`src/hw/thru_pkg.sv`:
```
package thru_pkg;
  // ----------------------------------------------------------------
  // register map
  // ----------------------------------------------------------------
  localparam logic [7:0] REALTIME_TICK_CONTROL_ADDR    = 8'h09;
  localparam int         REALTIME_TICK_CONTROL_W       = 6;
  localparam logic [5:0] REALTIME_TICK_CONTROL_RESET   = 6'h07;
  localparam int         REALTIME_TICK_CONTROL_SEL_LSB = 0;
  localparam int         REALTIME_TICK_CONTROL_SEL_W   = 3;

  // ----------------------------------------------------------------
  // timing chain
  // ----------------------------------------------------------------
  localparam int         CHAIN_W      = 15;
  localparam int         LCD_BASE     = 2;
  localparam int         BUZZ_BASE    = 2;
  localparam int         TB_BASE      = 12;
  localparam int         RT_BASE      = 8;
  localparam int         WD_TAP       = 15;
  localparam logic [1:0] INSTR_DIV_MAX = 2'h3;
  localparam logic [1:0] SRC_DOG      = 2'h0;
  localparam logic [1:0] SRC_RTC      = 2'h1;
  localparam logic [1:0] SRC_INSTR    = 2'h2;

  // ----------------------------------------------------------------
  // start-up delay, in system clock periods
  // ----------------------------------------------------------------
  localparam int         STARTUP_CYCLES = 1024;
  localparam int         STARTUP_W      = 10;
  localparam int         IRQ_N          = 4;
  localparam int         PORT_W         = 8;

  typedef enum logic [1:0] {
    MODE_RUN  = 2'h0,
    MODE_HALT = 2'h1,
    MODE_WAKE = 2'h3
  } thru_mode_t;

  typedef struct packed {
    thru_mode_t           mode;
    logic [CHAIN_W-1:0]   chain;
    logic                 wdStage;
    logic [1:0]           instDiv;
    logic                 seenFirst;
    logic                 seenSecond;
    logic                 timeoutFlag;
    logic                 powerdownFlag;
    logic [REALTIME_TICK_CONTROL_W-1:0]    realtime_tick_control;
    logic [IRQ_N-1:0]     haltMask;
    logic [PORT_W-1:0]    portPrev;
    logic [STARTUP_W-1:0] startCnt;
    logic                 pinWasHalt;
    logic                 wakeVector;
    logic                 chipRst;
    logic                 warmRst;
    logic                 resumeGo;
    logic                 tbPulse;
    logic                 rtPulse;
    logic                 lcdTick;
    logic                 buzzTick;
    logic [7:0]           rdData;
  } thru_state_t;
endpackage : thru_pkg
```
`src/hw/thru_core.sv`:
```
`timescale 1ns/1ps
// Notes on behaviour
// - watchdog overflow while running: full chip reset, timeout flag set
// - watchdog overflow in power-down: warm reset of counter and stack only
// - watchdog cleared by reset pin low, clear instructions or power-down
// - option picks single clear or both of two clears before clearing
// - chain is 8-stage divider plus 7-bit prescaler from three sources
// - lcd tap fS/4 to fS/512, buzzer tap fS/4 to fS/512
// - periodic tick every fS/2^12 to fS/2^15, sets periodic flag
// - real-time period from bits 2..0 of register 09H, 2^8 to 2^15
// - each real-time timeout sets the real-time tick flag
// - real-time pulse also offered as timer/event counter clock
// - power-down stops system oscillator, slow oscillators keep running
// - power-down sets power-down flag, clears timeout flag and watchdog
// - lcd clocking continues in power-down on slow oscillator sources
// - wake on reset pin, interrupt, port A fall, or watchdog overflow
// - power-down flag cleared by power-up and watchdog clear
// - each port A pin enabled by option; resumes at next instruction
// - interrupt wake vectors only if enabled and stack not full
// - interrupt already pending before power-down cannot wake
// - 1024 system clock start-up delay after any wake-up
// - timeout and power-down flags encode the cause of reset
// - chip reset clears prescaler, divider, periodic and real-time ticks; watchdog restarts
// - watchdog period lies between fS/2^15 and fS/2^16
module thru_core (
  input  wire logic                       clk,
  input  wire logic                       arst_n,
  input  wire logic                       chipInitPin_n,
  input  wire logic                       execDogClearSingle,
  input  wire logic                       execDogClearFirst,
  input  wire logic                       execDogClearSecond,
  input  wire logic                       execPowerDown,
  input  wire logic                       optDogEnable,
  input  wire logic                       optDualClear,
  input  wire logic [1:0]                 optClkSrc,
  input  wire logic [2:0]                 optLcdSel,
  input  wire logic [2:0]                 optBuzzSel,
  input  wire logic [1:0]                 optTbSel,
  input  wire logic [thru_pkg::PORT_W-1:0] optWakeEn,
  input  wire logic                       dogOscTick,
  input  wire logic                       rtcOscTick,
  input  wire logic [thru_pkg::PORT_W-1:0] portA,
  input  wire logic [thru_pkg::IRQ_N-1:0]  irqFlags,
  input  wire logic [thru_pkg::IRQ_N-1:0]  irqEnable,
  input  wire logic                       stackFull,
  input  wire logic                       regWrEn,
  input  wire logic [7:0]                 regAddr,
  input  wire logic [7:0]                 regWrData,
  output logic [7:0]                      regRdData,
  output logic                            chipResetOut,
  output logic                            warmResetOut,
  output logic                            timeoutFlag,
  output logic                            powerdownFlag,
  output logic                            sysOscRun,
  output logic                            coreStalled,
  output logic                            resumeGo,
  output logic                            wakeVector,
  output logic                            periodicTickPulse,
  output logic                            realtimeTickPulse,
  output logic                            timerRtcTick,
  output logic                            lcdClkTick,
  output logic                            buzzClkTick
);
  // ----------------------------------------------------------------
  // state and helpers
  // ----------------------------------------------------------------
  thru_pkg::thru_state_t st_reg;
  thru_pkg::thru_state_t st_next;
  logic                  instTick;
  logic                  srcTick;
  logic                  wdOvf;
  logic                  dogClear;
  logic                  newIrq;
  logic                  portFall;
  logic [2:0]            rtSel;

  function automatic logic tapHit(input logic [thru_pkg::CHAIN_W-1:0] c,
                                  input int k);
    logic [thru_pkg::CHAIN_W-1:0] m;
    m = thru_pkg::CHAIN_W'((32'h1 << k) - 32'h1);
    return (c & m) == m;
  endfunction : tapHit

  // ----------------------------------------------------------------
  // clock source and wake detection
  // ----------------------------------------------------------------
  assign rtSel    = st_reg.realtime_tick_control[thru_pkg::REALTIME_TICK_CONTROL_SEL_LSB +: thru_pkg::REALTIME_TICK_CONTROL_SEL_W];
  assign instTick = (st_reg.mode != thru_pkg::MODE_HALT) &&
                    (st_reg.instDiv == thru_pkg::INSTR_DIV_MAX);
  always_comb begin
    case (optClkSrc)
      thru_pkg::SRC_DOG:   srcTick = dogOscTick;
      thru_pkg::SRC_RTC:   srcTick = rtcOscTick;
      thru_pkg::SRC_INSTR: srcTick = instTick;
      default:             srcTick = 1'b0;
    endcase
  end
  assign wdOvf    = optDogEnable && srcTick && st_reg.wdStage &&
                    tapHit(st_reg.chain, thru_pkg::WD_TAP);
  assign newIrq   = |(irqFlags & ~st_reg.haltMask);
  assign portFall = |(st_reg.portPrev & ~portA & optWakeEn);
  assign dogClear = optDualClear ?
                    ((st_reg.seenFirst || execDogClearFirst) &&
                     (st_reg.seenSecond || execDogClearSecond) &&
                     (execDogClearFirst || execDogClearSecond)) :
                    execDogClearSingle;

  // ----------------------------------------------------------------
  // next state
  // ----------------------------------------------------------------
  always_comb begin
    st_next          = st_reg;
    st_next.chipRst  = 1'b0;
    st_next.warmRst  = 1'b0;
    st_next.resumeGo = 1'b0;
    st_next.portPrev = portA;
    st_next.instDiv  = (st_reg.mode != thru_pkg::MODE_HALT) ?
                       st_reg.instDiv + 2'h1 : st_reg.instDiv;
    // taps, computed from the chain before it advances
    st_next.lcdTick  = srcTick &&
                       tapHit(st_reg.chain, thru_pkg::LCD_BASE + int'(optLcdSel));
    st_next.buzzTick = srcTick &&
                       tapHit(st_reg.chain, thru_pkg::BUZZ_BASE + int'(optBuzzSel));
    st_next.tbPulse  = srcTick &&
                       tapHit(st_reg.chain, thru_pkg::TB_BASE + int'(optTbSel));
    st_next.rtPulse  = srcTick &&
                       tapHit(st_reg.chain, thru_pkg::RT_BASE + int'(rtSel));
    if (srcTick) begin
      st_next.chain = st_reg.chain + thru_pkg::CHAIN_W'(1);
      if (tapHit(st_reg.chain, thru_pkg::WD_TAP)) begin
        st_next.wdStage = ~st_reg.wdStage;
      end
    end
    if (regWrEn && regAddr == thru_pkg::REALTIME_TICK_CONTROL_ADDR) begin
      st_next.realtime_tick_control = regWrData[thru_pkg::REALTIME_TICK_CONTROL_W-1:0];
    end
    st_next.rdData = (regAddr == thru_pkg::REALTIME_TICK_CONTROL_ADDR) ?
                     {2'h0, st_reg.realtime_tick_control} : 8'h00;
    // clear instructions, only honoured while executing
    if (st_reg.mode == thru_pkg::MODE_RUN) begin
      if (optDualClear) begin
        st_next.seenFirst  = st_reg.seenFirst || execDogClearFirst;
        st_next.seenSecond = st_reg.seenSecond || execDogClearSecond;
      end
      if (dogClear) begin
        st_next.wdStage       = 1'b0;
        st_next.seenFirst     = 1'b0;
        st_next.seenSecond    = 1'b0;
        st_next.powerdownFlag = 1'b0;
      end
    end
    case (st_reg.mode)
      thru_pkg::MODE_RUN: begin
        if (st_reg.pinWasHalt) begin
          st_next.pinWasHalt = 1'b0;
          st_next.startCnt   = '0;
          st_next.mode       = thru_pkg::MODE_WAKE;
        end else if (wdOvf) begin
          st_next.chipRst     = 1'b1;
          st_next.timeoutFlag = 1'b1;
          st_next.chain       = '0;
          st_next.wdStage     = 1'b0;
          st_next.seenFirst   = 1'b0;
          st_next.seenSecond  = 1'b0;
          st_next.tbPulse     = 1'b0;
          st_next.rtPulse     = 1'b0;
          st_next.realtime_tick_control        = thru_pkg::REALTIME_TICK_CONTROL_RESET;
        end else if (execPowerDown) begin
          st_next.mode          = thru_pkg::MODE_HALT;
          st_next.powerdownFlag = 1'b1;
          st_next.timeoutFlag   = 1'b0;
          st_next.wdStage       = 1'b0;
          st_next.seenFirst     = 1'b0;
          st_next.seenSecond    = 1'b0;
          st_next.haltMask      = irqFlags;
        end
      end
      thru_pkg::MODE_HALT: begin
        if (wdOvf) begin
          st_next.warmRst     = 1'b1;
          st_next.timeoutFlag = 1'b1;
          st_next.wdStage     = 1'b0;
          st_next.wakeVector  = 1'b0;
          st_next.startCnt    = '0;
          st_next.mode        = thru_pkg::MODE_WAKE;
        end else if (newIrq || portFall) begin
          st_next.wakeVector = newIrq && !stackFull &&
                               |(irqFlags & ~st_reg.haltMask & irqEnable);
          st_next.startCnt   = '0;
          st_next.mode       = thru_pkg::MODE_WAKE;
        end
      end
      thru_pkg::MODE_WAKE: begin
        st_next.startCnt = st_reg.startCnt + thru_pkg::STARTUP_W'(1);
        if (st_reg.startCnt ==
            thru_pkg::STARTUP_W'(thru_pkg::STARTUP_CYCLES - 1)) begin
          st_next.resumeGo = 1'b1;
          st_next.mode     = thru_pkg::MODE_RUN;
        end
      end
      default: st_next.mode = thru_pkg::MODE_RUN;
    endcase
    if (st_reg.mode == thru_pkg::MODE_RUN && st_next.resumeGo == 1'b0 &&
        st_reg.mode == st_next.mode) begin
      st_next.wakeVector = 1'b0;
    end
    // reset pin held low: full initialisation; flags kept while running, otherwise timeout flag 0 and power-down flag 1
    if (!chipInitPin_n) begin
      st_next.pinWasHalt = st_reg.pinWasHalt ||
                           st_reg.mode != thru_pkg::MODE_RUN;
      st_next.mode       = thru_pkg::MODE_RUN;
      st_next.chipRst    = 1'b1;
      st_next.warmRst    = 1'b0;
      st_next.resumeGo   = 1'b0;
      st_next.wakeVector = 1'b0;
      st_next.chain      = '0;
      st_next.wdStage    = 1'b0;
      st_next.seenFirst  = 1'b0;
      st_next.seenSecond = 1'b0;
      st_next.tbPulse    = 1'b0;
      st_next.rtPulse    = 1'b0;
      st_next.realtime_tick_control       = thru_pkg::REALTIME_TICK_CONTROL_RESET;
      if (st_reg.mode != thru_pkg::MODE_RUN) begin
        st_next.timeoutFlag   = 1'b0;
        st_next.powerdownFlag = 1'b1;
      end else begin
        st_next.timeoutFlag   = st_reg.timeoutFlag;
        st_next.powerdownFlag = st_reg.powerdownFlag;
      end
    end
  end

  // ----------------------------------------------------------------
  // state register
  // ----------------------------------------------------------------
  always_ff @(posedge clk or negedge arst_n) begin
    if (!arst_n) begin
      st_reg               <= '0;
      st_reg.mode          <= thru_pkg::MODE_RUN;
      st_reg.realtime_tick_control          <= thru_pkg::REALTIME_TICK_CONTROL_RESET;
    end else begin
      st_reg <= st_next;
    end
  end

  // ----------------------------------------------------------------
  // outputs
  // ----------------------------------------------------------------
  assign regRdData         = st_reg.rdData;
  assign chipResetOut      = st_reg.chipRst;
  assign warmResetOut      = st_reg.warmRst;
  assign timeoutFlag       = st_reg.timeoutFlag;
  assign powerdownFlag     = st_reg.powerdownFlag;
  assign sysOscRun         = st_reg.mode != thru_pkg::MODE_HALT;
  assign coreStalled       = st_reg.mode != thru_pkg::MODE_RUN;
  assign resumeGo          = st_reg.resumeGo;
  assign wakeVector        = st_reg.wakeVector;
  assign periodicTickPulse = st_reg.tbPulse;
  assign realtimeTickPulse = st_reg.rtPulse;
  assign timerRtcTick      = st_reg.rtPulse;
  assign lcdClkTick        = st_reg.lcdTick;
  assign buzzClkTick       = st_reg.buzzTick;
endmodule : thru_core

```
`config.mk`:
```
export PLATFORM = sky130hd
export DESIGN_NAME = thru_core
export DESIGN_NICKNAME = d
export VERILOG_FILES = /design/src/hw/thru_pkg.sv /design/src/hw/thru_core.sv
export SDC_FILE = /design/constraint.sdc
export NUM_CORES = 1
export LEC_CHECK = 0
export BUFFER_PORTS_ARGS = -buffer_cell sky130_fd_sc_hd__clkbuf_2
export CAP_MARGIN = 20
export CORE_UTILIZATION = 40
export CTS_BUF_LIST = sky130_fd_sc_hd__clkbuf_16
export DETAILED_ROUTE_END_ITERATION = 8
export PLACE_DENSITY = 0.62
export SYNTH_ARGS = -nofsm -noshare
export SYNTH_HDL_FRONTEND = slang
export SYNTH_SLANG_ARGS = --single-unit
```
`constraint.sdc`:
```
create_clock -name clk -period 3.2 [get_ports clk]
set_input_delay 0.32 -clock clk [delete_from_list [all_inputs] [get_ports clk]]
set_output_delay 0.32 -clock clk [all_outputs]
set_load 0.05 [all_outputs]
```
### Word-level counts from Yosys, hierarchy flattened

Index checks and enable logic that the tools add are counted.

* add/subtract/negate cells: 11
* eq/ne operators: 23
* shift-type cells: 4
* multiplexer cells: 60
* bitwise gates (word level): 14
* reduce and logical (&&, ||, !) cells: 33

Operators by type and width (number)
* $and A15 B15 Y15: 4
* $eq A15 B15 Y1: 4
* $sub A15 B1 Y15 const B: 4
* $mux W16: 2
* $mux W10: 3
* $mux W15: 2
* $pmux W10 S3: 1
* $shl A1 B4 Y15 const A: 2
* $shl A1 B5 Y15 const A: 2
* $mux W2: 14
* $mux W1: 22
* $mux W11: 2
* $mux W18: 1
* $mux W6: 3
* $and A8 B8 Y8: 2
* $add A15 B1 Y15 const B: 1
* $eq A15 B15 Y1 const B: 1
* $logic_and A1 B1 Y1: 15
* $mux W14: 1
* $mux W4: 3
* $add A10 B1 Y10 const B: 1
* $eq A10 B10 Y1 const B: 1
* $ne A3 B3 Y1 const B: 3
* $add A2 B3 Y4 const A: 2
* 32 further kinds: 49

* flip-flop bits (word level): 67
* output and inout port bits: 21

### Longest topological paths before layout

Gate-level depths: netlist of the first run.

* word-level depth: 13
* mapped depth: 12

### Least setup slack after synthesis of the first run

OpenSTA, ideal clock, no wires.

* path type: input to register
* start point: input optLcdSel[1]
* end point: register st_reg (netlist bit lcdClkTick)
* setup time: 65 ps
* arrival time: 2358 ps
* required time: 3135 ps
* slack: 778 ps
* stages: 12
* path buffers: 2
* cells stage by stage: clkbuf_1 > inv_1 > ha_1 > clkbuf_1 > nor2_1 > nand2_1 > ha_1 > and2_1 > o221ai_1 > a21oi_1 > nor4_1 > o21a_1

RTL lines
* from (decl): line thru_core.sv:36 `input wire logic [2:0] optLcdSel,`
* to (signal assigned): line thru_core.sv:242 `st_reg <= st_next;`
* to (decl): line thru_core.sv:67 `thru_pkg::thru_state_t st_reg;`

==> metrics.cfg, run 1 <==
[synthesis]
synthTopCellsByCount=64 x dfrtp_1, 43 x nand2_1, 41 x nor2_1
synthArstFlopShare_pct=100
synth_mux_area_share_pct=3.02
synth.largest_area_cell=dfrtp_1
synth-simple-area-share_pct=26.1
syn_area_um2=4230
synthTopCellsByArea=dfrtp_1 38%, ha_1 5.9%, nand2_1 3.8%, nor2_1 3.6%, xor2_1 2.7%
synth_edf_count=0
yosysTopAreaCellShare_pct=37.9
ys_types=65
synth_ff_type=dfrtp_1
yosysMostFrequentCell=dfrtp_1
synth_seq_cells=67
synth_cells=466
yosys_warnings=0
yosysSeqAreaShare_pct=39.8
syn_area_per_cell_um2=9.07
synth_compound_area_share_pct=14.2
synth_adder_area_share_pct=5.92
synth_top_family_by_area=simple AND/OR/NAND/NOR gates
synthXorXnorAreaFrac_pct=4.77

[flow_run]
maxCapViolations=0

[timing]
finalHoldViolCount=0
maxSlewViolCount=0
fmax_ghz=0.389
fin_crit_sh_pct=80.4
rsz0062_at_grt=false
tns_ns=0
min_period_ns=2.57
worstMarginPinSlew_ns=0.841
relSlewSlack_pct=43.9
setup_viol=0
clock_skew_ns=0.00674
setup_ws_ns=0.629

[setup_path]
critPathMaxFanout=9
critPathLaunchType=primary input
cp-end-kind=flop
max_stage_delay_ns=0.50
crit_chain=clkbuf_2, inv_1, ha_1, nor2b_1, nand3b_1, ha_1, o22ai_1, nor3_1, o211ai_1, or4_1, nor3_1
cp.required_ns=3.44
slowest_stage=or4_1
cp.arrival_ns=2.81
critPathTopFamily=simple AND/OR/NAND/NOR gates
worstSetupPathType=in -> reg
cp_num_buf_inv=2

[floorplanning]
die-area_um2=11000
die_w_um=105
core-area_um2=10300
start_util_pct=41.1
die_y_um=105
ioPinCount=84
num_rows=37

[grt]
track_usage_pct=18.0
grt_antenna_before_repair=0
grt_pass1_wl_mm=15.9
grt_pass1_vias=3480
grt_max_degree=68
grt-ovfl-total=0

[detailed_routing]
drt-met1-wl_mm=4.14
ant_nets=0
dr.first_iter.drc_count=126
first_pass_iters=4
drcViolationCount=0
wl_met2_mm=4.57
detail_route.wl_per_cell_um=13.7
drt-vias-per-instance=5.31
wl_met3_um=352
vias=3582
wl_mm=9.25
routed.top_layer=met4

[clocking]
cts-buffers-inserted=9
clock_latency_ns=0.33
clkTransAtPathRegs_ns=0.06
cts_resized=0
cts_tree=yes
clock-sinks=67
clock_path_buffers=2
clock-root-buffer=clkbuf_16
post_cts_buffers=0
hold_buffers=0
htree_levels=3

[placed_design]
place_hpwl_mm=6.79
port-buffer-count=79
place.gp.congestion=0.858
pre_cts_ws_ns=0.354

[pwr]
cellLeakagePower_uw=0.00231
peakVddDrop_v=0.000447
cellPowerDensity_nw_per_um2=554

[cells_and_area]
drive_gt1_share_pct=22.3
area_delta_synth_final_pct=17.0
multi_input_area_um2=2290
final_nets=616
n_antenna_cell=0
largest_reg_flops=48
fill_cells=989
regArea_um2=1680

[hold_path]
hold_class=in -> reg

[status]
status=complete, no violations

where the power goes:
group          internal [uW]  leakage [uW]  switching [uW]  total, uW
Clock                    592      0.000144             347        940
Combinational            319       0.00128             470        790
Sequential               930      0.000882            79.9       1010
Total                   1840       0.00231             898       2740
cells in the final DEF (no fill, tap or decap), types with 12 or more instances in the layout:
master    instances
clkbuf_2         78
nand2_1          43
ha_1             20
nand2b_1         12
xor2_1           13
a21oi_1          19
nor2_1           41
inv_1            24
dfrtp_1          64
o21ai_0          15
nor3_1           18
nand3b_1         15
nand3_1          17
worst paths after layout:
check                               endpoint           from  depth (start not counted)  slack (ns)
setup / recovery                 buzzClkTick  optBuzzSel[1]                         11        0.63
hold / removal                    st_reg[34]       portA[7]                          1        0.11
setup reg to reg                  st_reg[52]     st_reg[68]                          9        0.90
hold reg to reg                 regRdData[4]     st_reg[43]                          1        0.48
max in group asynchronous  realtimeTickPulse         arst_n                          2        2.47
min in group asynchronous         st_reg[34]         arst_n                          2        0.17
worst reg2reg max path, stage by stage (launching register included):
cell and delay [ns]:
dfrtp_1 0.42, inv_1 0.13, ha_1 0.22, nand3b_1 0.19, a21oi_2 0.32, o211a_4 0.24
nand2_1 0.06, nand2_1 0.30, buf_4 0.23, nor2_1 0.06
area by class of cell:
cell class                      instances  share of cell area [%]
Clock inverter                          7                    1.21
Sequential cell                        67                    34.0
Multi-Input combinational cell        348                    46.3
Inverter                               23                    1.75
Clock buffer                            9                    4.55
Tap cell                              136                    3.44
Timing Repair Buffer                   84                    8.76
cells by family after synthesis:
group	Yosys count
buffers and inverters	52
DFF	67
adders and majority gates	20
AOI/OAI and AO/OA	85
xor gates and xnor gates	23
and+or+nand+nor	206
muxes	12
other	1
metal layers:
metal / up-vias / track usage (%)
li1: 1776 / -
met1: 1724 / 22.2
met2: 69 / 30.6
met3: 13 / 4.18
met4: 0 / 6.34
met5: - / 0
stage by stage:
stage / total power, uW / area (um2) / hold slack (ns) / cells / util, %
after CTS: 2780 / 4940 / 0.0996 / 674 / 48.1
after floorplan: 1670 / 4230 / 0.0244 / 467 / -
final: 2740 / 4940 / 0.110 / 674 / 48.1
after global routing: 2910 / 4940 / 0.104 / 674 / 48.1
after global placement: 1800 / 4660 / 0.438 / 658 / 45.3
after detailed placement: 1820 / 4660 / 0.440 / 658 / 45.3
(Power assumes the default switching activity.)
==> inputs of run 2 (changes only) <==
--- a/config.mk
+++ b/config.mk
@@ -10,7 +10,7 @@
 export CORE_UTILIZATION = 40
 export CTS_BUF_LIST = sky130_fd_sc_hd__clkbuf_16
 export DETAILED_ROUTE_END_ITERATION = 8
-export PLACE_DENSITY = 0.62
+export PLACE_DENSITY = 0.64
 export SYNTH_ARGS = -nofsm -noshare
 export SYNTH_HDL_FRONTEND = slang
 export SYNTH_SLANG_ARGS = --single-unit
==> constraint.sdc (replaced) <==
create_clock -name clk -period 2.3 [get_ports clk]
set_input_delay 0.23 -clock clk [delete_from_list [all_inputs] [get_ports clk]]
set_output_delay 0.23 -clock clk [all_outputs]
set_load 0.05 [all_outputs]
==> run 2 against run 1 <==
Non-clock buffer count is 34 higher. Combinational power grew 49%. Sequential share of layout area is 1.7 points lower. Wire length rose by 6.5%. Hold slack got worse by 0.10 ns. Critical path type unchanged.
==> metrics.cfg, run 2 (synthesis results as in run 1) <==
[floorplanning]
die-area_um2=11000
core-area_um2=10300
die_y_um=105
num_rows=37
die_w_um=105
ioPinCount=84
start_util_pct=41.1

[setup_path]
critPathLaunchType=primary input
cp.required_ns=2.54
critPathMaxFanout=4
cp.arrival_ns=2.35
worstSetupPathType=in -> reg
slowest_stage=or4_1
max_stage_delay_ns=0.48
cp-end-kind=flop
crit_chain=clkbuf_2, inv_1, ha_1, nor2b_1, nand3b_1, ha_1, o22ai_1, nor3_1, o211ai_1, or4_1, nor3_1

[clocking]
clock_latency_ns=0.33
htree_levels=3
clock-sinks=67
clock_path_buffers=2
cts_tree=yes
clock-root-buffer=clkbuf_16
post_cts_buffers=0
clkTransAtPathRegs_ns=0.06
cts-buffers-inserted=9

[detailed_routing]
wl_mm=9.85
drcViolationCount=0
first_pass_iters=4
drt-vias-per-instance=5.21
dr.first_iter.drc_count=140
vias=3689
detail_route.wl_per_cell_um=13.9
ant_nets=0

[cells_and_area]
drive_gt1_share_pct=26.6
fill_cells=999
n_antenna_cell=0
final_nets=650
largest_reg_flops=48
fin_util_pct=50.6
area_delta_synth_final_pct=23.1
regArea_um2=1680
multi_input_area_um2=2290
design_area_um2=5200
layout_commonest_cell=clkbuf_2
final-instance-count-excl-fill=708
most-common-layout-cells=78 x clkbuf_2, 64 x dfrtp_1, 43 x nand2_1

[timing]
min_period_ns=2.11
relSlewSlack_pct=62.6
setup_ws_ns=0.188
whs_ns=0.00884
finalHoldViolCount=0
clock_skew_ns=0.00879
maxSlewViolCount=0
worstMarginPinSlew_ns=0.555
rsz0062_at_grt=false
setup_viol=0
fin_crit_sh_pct=91.8
fmax_ghz=0.473

[pwr]
cellLeakagePower_uw=0.00248
cellPowerDensity_nw_per_um2=746
peakVddDrop_v=0.000444

[placed_design]
placed_area_um2=4900
place_hpwl_mm=7.51
port-buffer-count=79
pre_cts_ws_ns=-0.166
place.gp.congestion=0.875
dp.cells=690

[grt]
track_usage_pct=19.0
grt_pass1_wl_mm=16.5
grt_antenna_before_repair=0
grt-ovfl-total=0
grt_max_degree=28
grt_pass1_vias=3605

[hold_path]
hold_class=in -> reg

[status]
status=complete, no violations

[flow_run]
maxCapViolations=0

==> run 2: cell types whose count changed in the layout (fill, tap and decap cells not counted) <==
cell	before	now
dlygate4sd3_1	0	2
buf_4	5	37
==> run 2: final cells by class <==
class                   instances  share of cell area [%]
inverters                      23                    1.66
clock inverters                 7                    1.15
flip-flops and latches         67                    32.3
clock buffers                   9                    4.33
repair buffers                118                    13.3
multi-input cells             348                    44.0
well taps                     136                    3.27
==> run 2: worst paths after layout <==
| check | endpoint | slack (ns) | startpoint | cells past startpoint |
|---|---|---|---|---|
| max in group asynchronous | st_reg[60] | 1.18 | arst_n | 3 |
| min reg2reg | regRdData[5] | 0.48 | st_reg[44] | 1 |
| min in group asynchronous | st_reg[21] | 0.38 | arst_n | 2 |
| max reg2reg | periodicTickPulse | 0.19 | st_reg[68] | 7 |
| max | buzzClkTick | 0.19 | optBuzzSel[1] | 11 |
| min | st_reg[34] | 0.009 | portA[7] | 1 |
==> run 2: power breakdown <==
group          switching, uW  total (uW)  internal, uW
clock network            497        1320           824
logic                    688        1180           492
registers               89.9        1380          1290
total                   1270        3880          2610
==> run 2: layer usage <==
metal	global-route usage (%)	vias to the layer above	wire length (um)
met1	23.0	1737	4390
li1	-	1846	-
met4	7.14	0	199
met3	4.49	13	480
met2	32.7	93	4790
met5	0	-	0
==> run 2: repair_timing <==
action	in CTS	in global routing
gates resized for setup	0	0
hold buffers	2	0
endpoints found under the hold margin	15	0
==> run 2: through the flow <==
step,total power [uW],setup TNS (ns)
floorplan,2320,0
global placement,2560,-0.0891
detailed placement,2590,-0.166
CTS,3920,0
global route,4110,0
finish,3880,0
==> run 2: critical path: cells and delay by family <==
kind | cells | cell delay, ns
buffers and inverters | 2 | 0.14
adder cells (fa/ha/maj) | 2 | 0.59
AND/OR/NAND/NOR | 5 | 1.23
AO/OA/AOI/OAI | 2 | 0.16
==> inputs of run 3 (changes only) <==
--- a/config.mk
+++ b/config.mk
@@ -8,8 +8,9 @@
 export BUFFER_PORTS_ARGS = -buffer_cell sky130_fd_sc_hd__clkbuf_2
 export CAP_MARGIN = 20
 export CORE_UTILIZATION = 40
-export CTS_BUF_LIST = sky130_fd_sc_hd__clkbuf_16
+export CTS_BUF_LIST = sky130_fd_sc_hd__clkbuf_8
 export DETAILED_ROUTE_END_ITERATION = 8
+export GPL_ROUTABILITY_DRIVEN = 0
 export PLACE_DENSITY = 0.64
 export SYNTH_ARGS = -nofsm -noshare
 export SYNTH_HDL_FRONTEND = slang
==> run 3 against run 2 <==
Critical path depth unchanged. Clock skew increased by 0.0013 ns. Hold slack better by 0.069 ns. Power down 11%. Via count is 0.16% higher. Register-to-register slack better by 0.03 ns. Combinational power barely moved. Setup slack lost 0.025 ns. Largest power group unchanged. Wire length is 1.2% lower.
==> metrics.cfg, run 3 (synthesis results as in run 1) <==
[hold_path]
hold_class=in -> reg
min_from=optTbSel[1]
holdPathStages=2
worstHoldEndpoint=periodicTickPulse

[setup_path]
reg2reg_depth=7
cp_num_buf_inv=2
cp.arrival_ns=2.40
critPathMaxFanout=4
slowest_stage=or4_1
r2r-end=periodicTickPulse
critPathTopFamily=simple AND/OR/NAND/NOR gates
crit_chain=clkbuf_2, inv_1, ha_1, nor2b_1, nand3b_1, ha_1, o22ai_1, nor3_1, o211ai_1, or4_1, nor3_1
cp.required_ns=2.57
worstSetupPathType=in -> reg
critPathLaunchType=primary input
max_stage_delay_ns=0.50
rr_startpoint=st_reg[68]
cp-end-kind=flop
r2r_slack_ns=0.22

[timing]
maxSlewViolCount=0
finalHoldViolCount=0
fin_crit_sh_pct=92.9
worstMarginPinSlew_ns=0.594
fmax_ghz=0.468
clock_skew_ns=0.0101
rsz0062_at_grt=false
setup_viol=0
whs_ns=0.0776
min_period_ns=2.14
relSlewSlack_pct=60.4
tns_ns=0

[detailed_routing]
wl_mm=9.74
routed.top_layer=met4
first_pass_iters=4
wl_met3_um=504
drcViolationCount=0
detail_route.wl_per_cell_um=13.7
ant_nets=0
dr.first_iter.drc_count=122
vias=3695
drt-met1-wl_mm=4.19
wl_met2_mm=4.93
drt-vias-per-instance=5.21

[cells_and_area]
final_nets=652
most-common-layout-cells=78 x clkbuf_2, 64 x dfrtp_1, 43 x nand2_1
design_area_um2=5160
final-instance-count-excl-fill=709
area_delta_synth_final_pct=22.2
n_antenna_cell=0
largest_reg_flops=48
fin_util_pct=50.2
layout_commonest_cell=clkbuf_2
drive_gt1_share_pct=25.7
fill_cells=1020

[placed_design]
placed_area_um2=4890
dp.cells=685
place_hpwl_mm=7.23
port-buffer-count=79

[floorplanning]
die-area_um2=11000
start_util_pct=41.1
die_y_um=105
num_rows=37
ioPinCount=84
core-area_um2=10300
die_w_um=105

[clocking]
htree_levels=3
clock-root-buffer=clkbuf_8
clkTransAtPathRegs_ns=0.07
post_cts_buffers=0
clock-sinks=67
cts-buffers-inserted=9
clock_latency_ns=0.35
clock_path_buffers=2
cts_tree=yes

[grt]
grt-ovfl-total=0
grt_antenna_before_repair=0
grt_pass1_vias=3739
grt_pass1_wl_mm=17.1
track_usage_pct=19.4
grt_max_degree=44

[status]
status=complete, no violations

[pwr]
peakVddDrop_v=0.000880
cellLeakagePower_uw=0.00245
cellPowerDensity_nw_per_um2=672

[flow_run]
maxCapViolations=0

-- run 3: routing by layer --
layer,GRT usage (%),vias up
met2,34.2,97
li1,-,1847
met4,6.74,0
met5,0,-
met3,4.87,11
met1,22.8,1740
-- run 3: where the power goes --
| group | total (uW) | switching [uW] | internal (uW) |
|---|---|---|---|
| Combinational | 1200 | 697 | 503 |
| Clock | 889 | 423 | 466 |
| Sequential | 1380 | 88.6 | 1290 |
| Total | 3470 | 1210 | 2260 |
-- run 3: final cells by class --
cell class	count	area, um2	share of cell area (%)
Multi-Input combinational cell	348	2300	44.5
Sequential cell	67	1680	32.5
Timing Repair Buffer	120	751	14.5
Tap cell	136	170	3.30
Clock buffer	12	165	3.20
Inverter	23	86.3	1.67
Clock inverter	3	13.8	0.267
-- run 3: how the worst max path moves through the flow --
stage                  startpoint           endpoint  slack, ns  cells after the start
floorplan           optBuzzSel[1]        buzzClkTick       0.02                     10
finish              optBuzzSel[1]        buzzClkTick       0.16                     11
CTS                    st_reg[68]  periodicTickPulse       0.19                      7
global placement    optBuzzSel[1]        buzzClkTick      -0.06                     11
global route           st_reg[68]  periodicTickPulse       0.05                      7
detailed placement  optBuzzSel[1]        buzzClkTick      -0.16                     11
-- run 3: metrics by stage --
step | setup slack [ns] | total power, uW
global route | 0.0520 | 3700
finish | 0.163 | 3470
detailed placement | -0.160 | 2590
global placement | -0.0641 | 2560
CTS | 0.190 | 3500
floorplan | 0.0218 | 2320
-- run 3: repair_timing --
item | in CTS | in global routing
endpoints found under the setup margin | 0 | 1
hold endpoints to repair | 32 | 0
gates resized for setup | 0 | 1
hold buffers | 9 | 0
-- run 3: worst register-to-register path: stages, from the launching register on --
cell,delay (ns)
dfrtp_1,0.35
inv_1,0.06
ha_1,0.20
nand3b_1,0.23
a21oi_4,0.27
o2111ai_1,0.24
or2_1,0.33
a2111oi_1,0.28
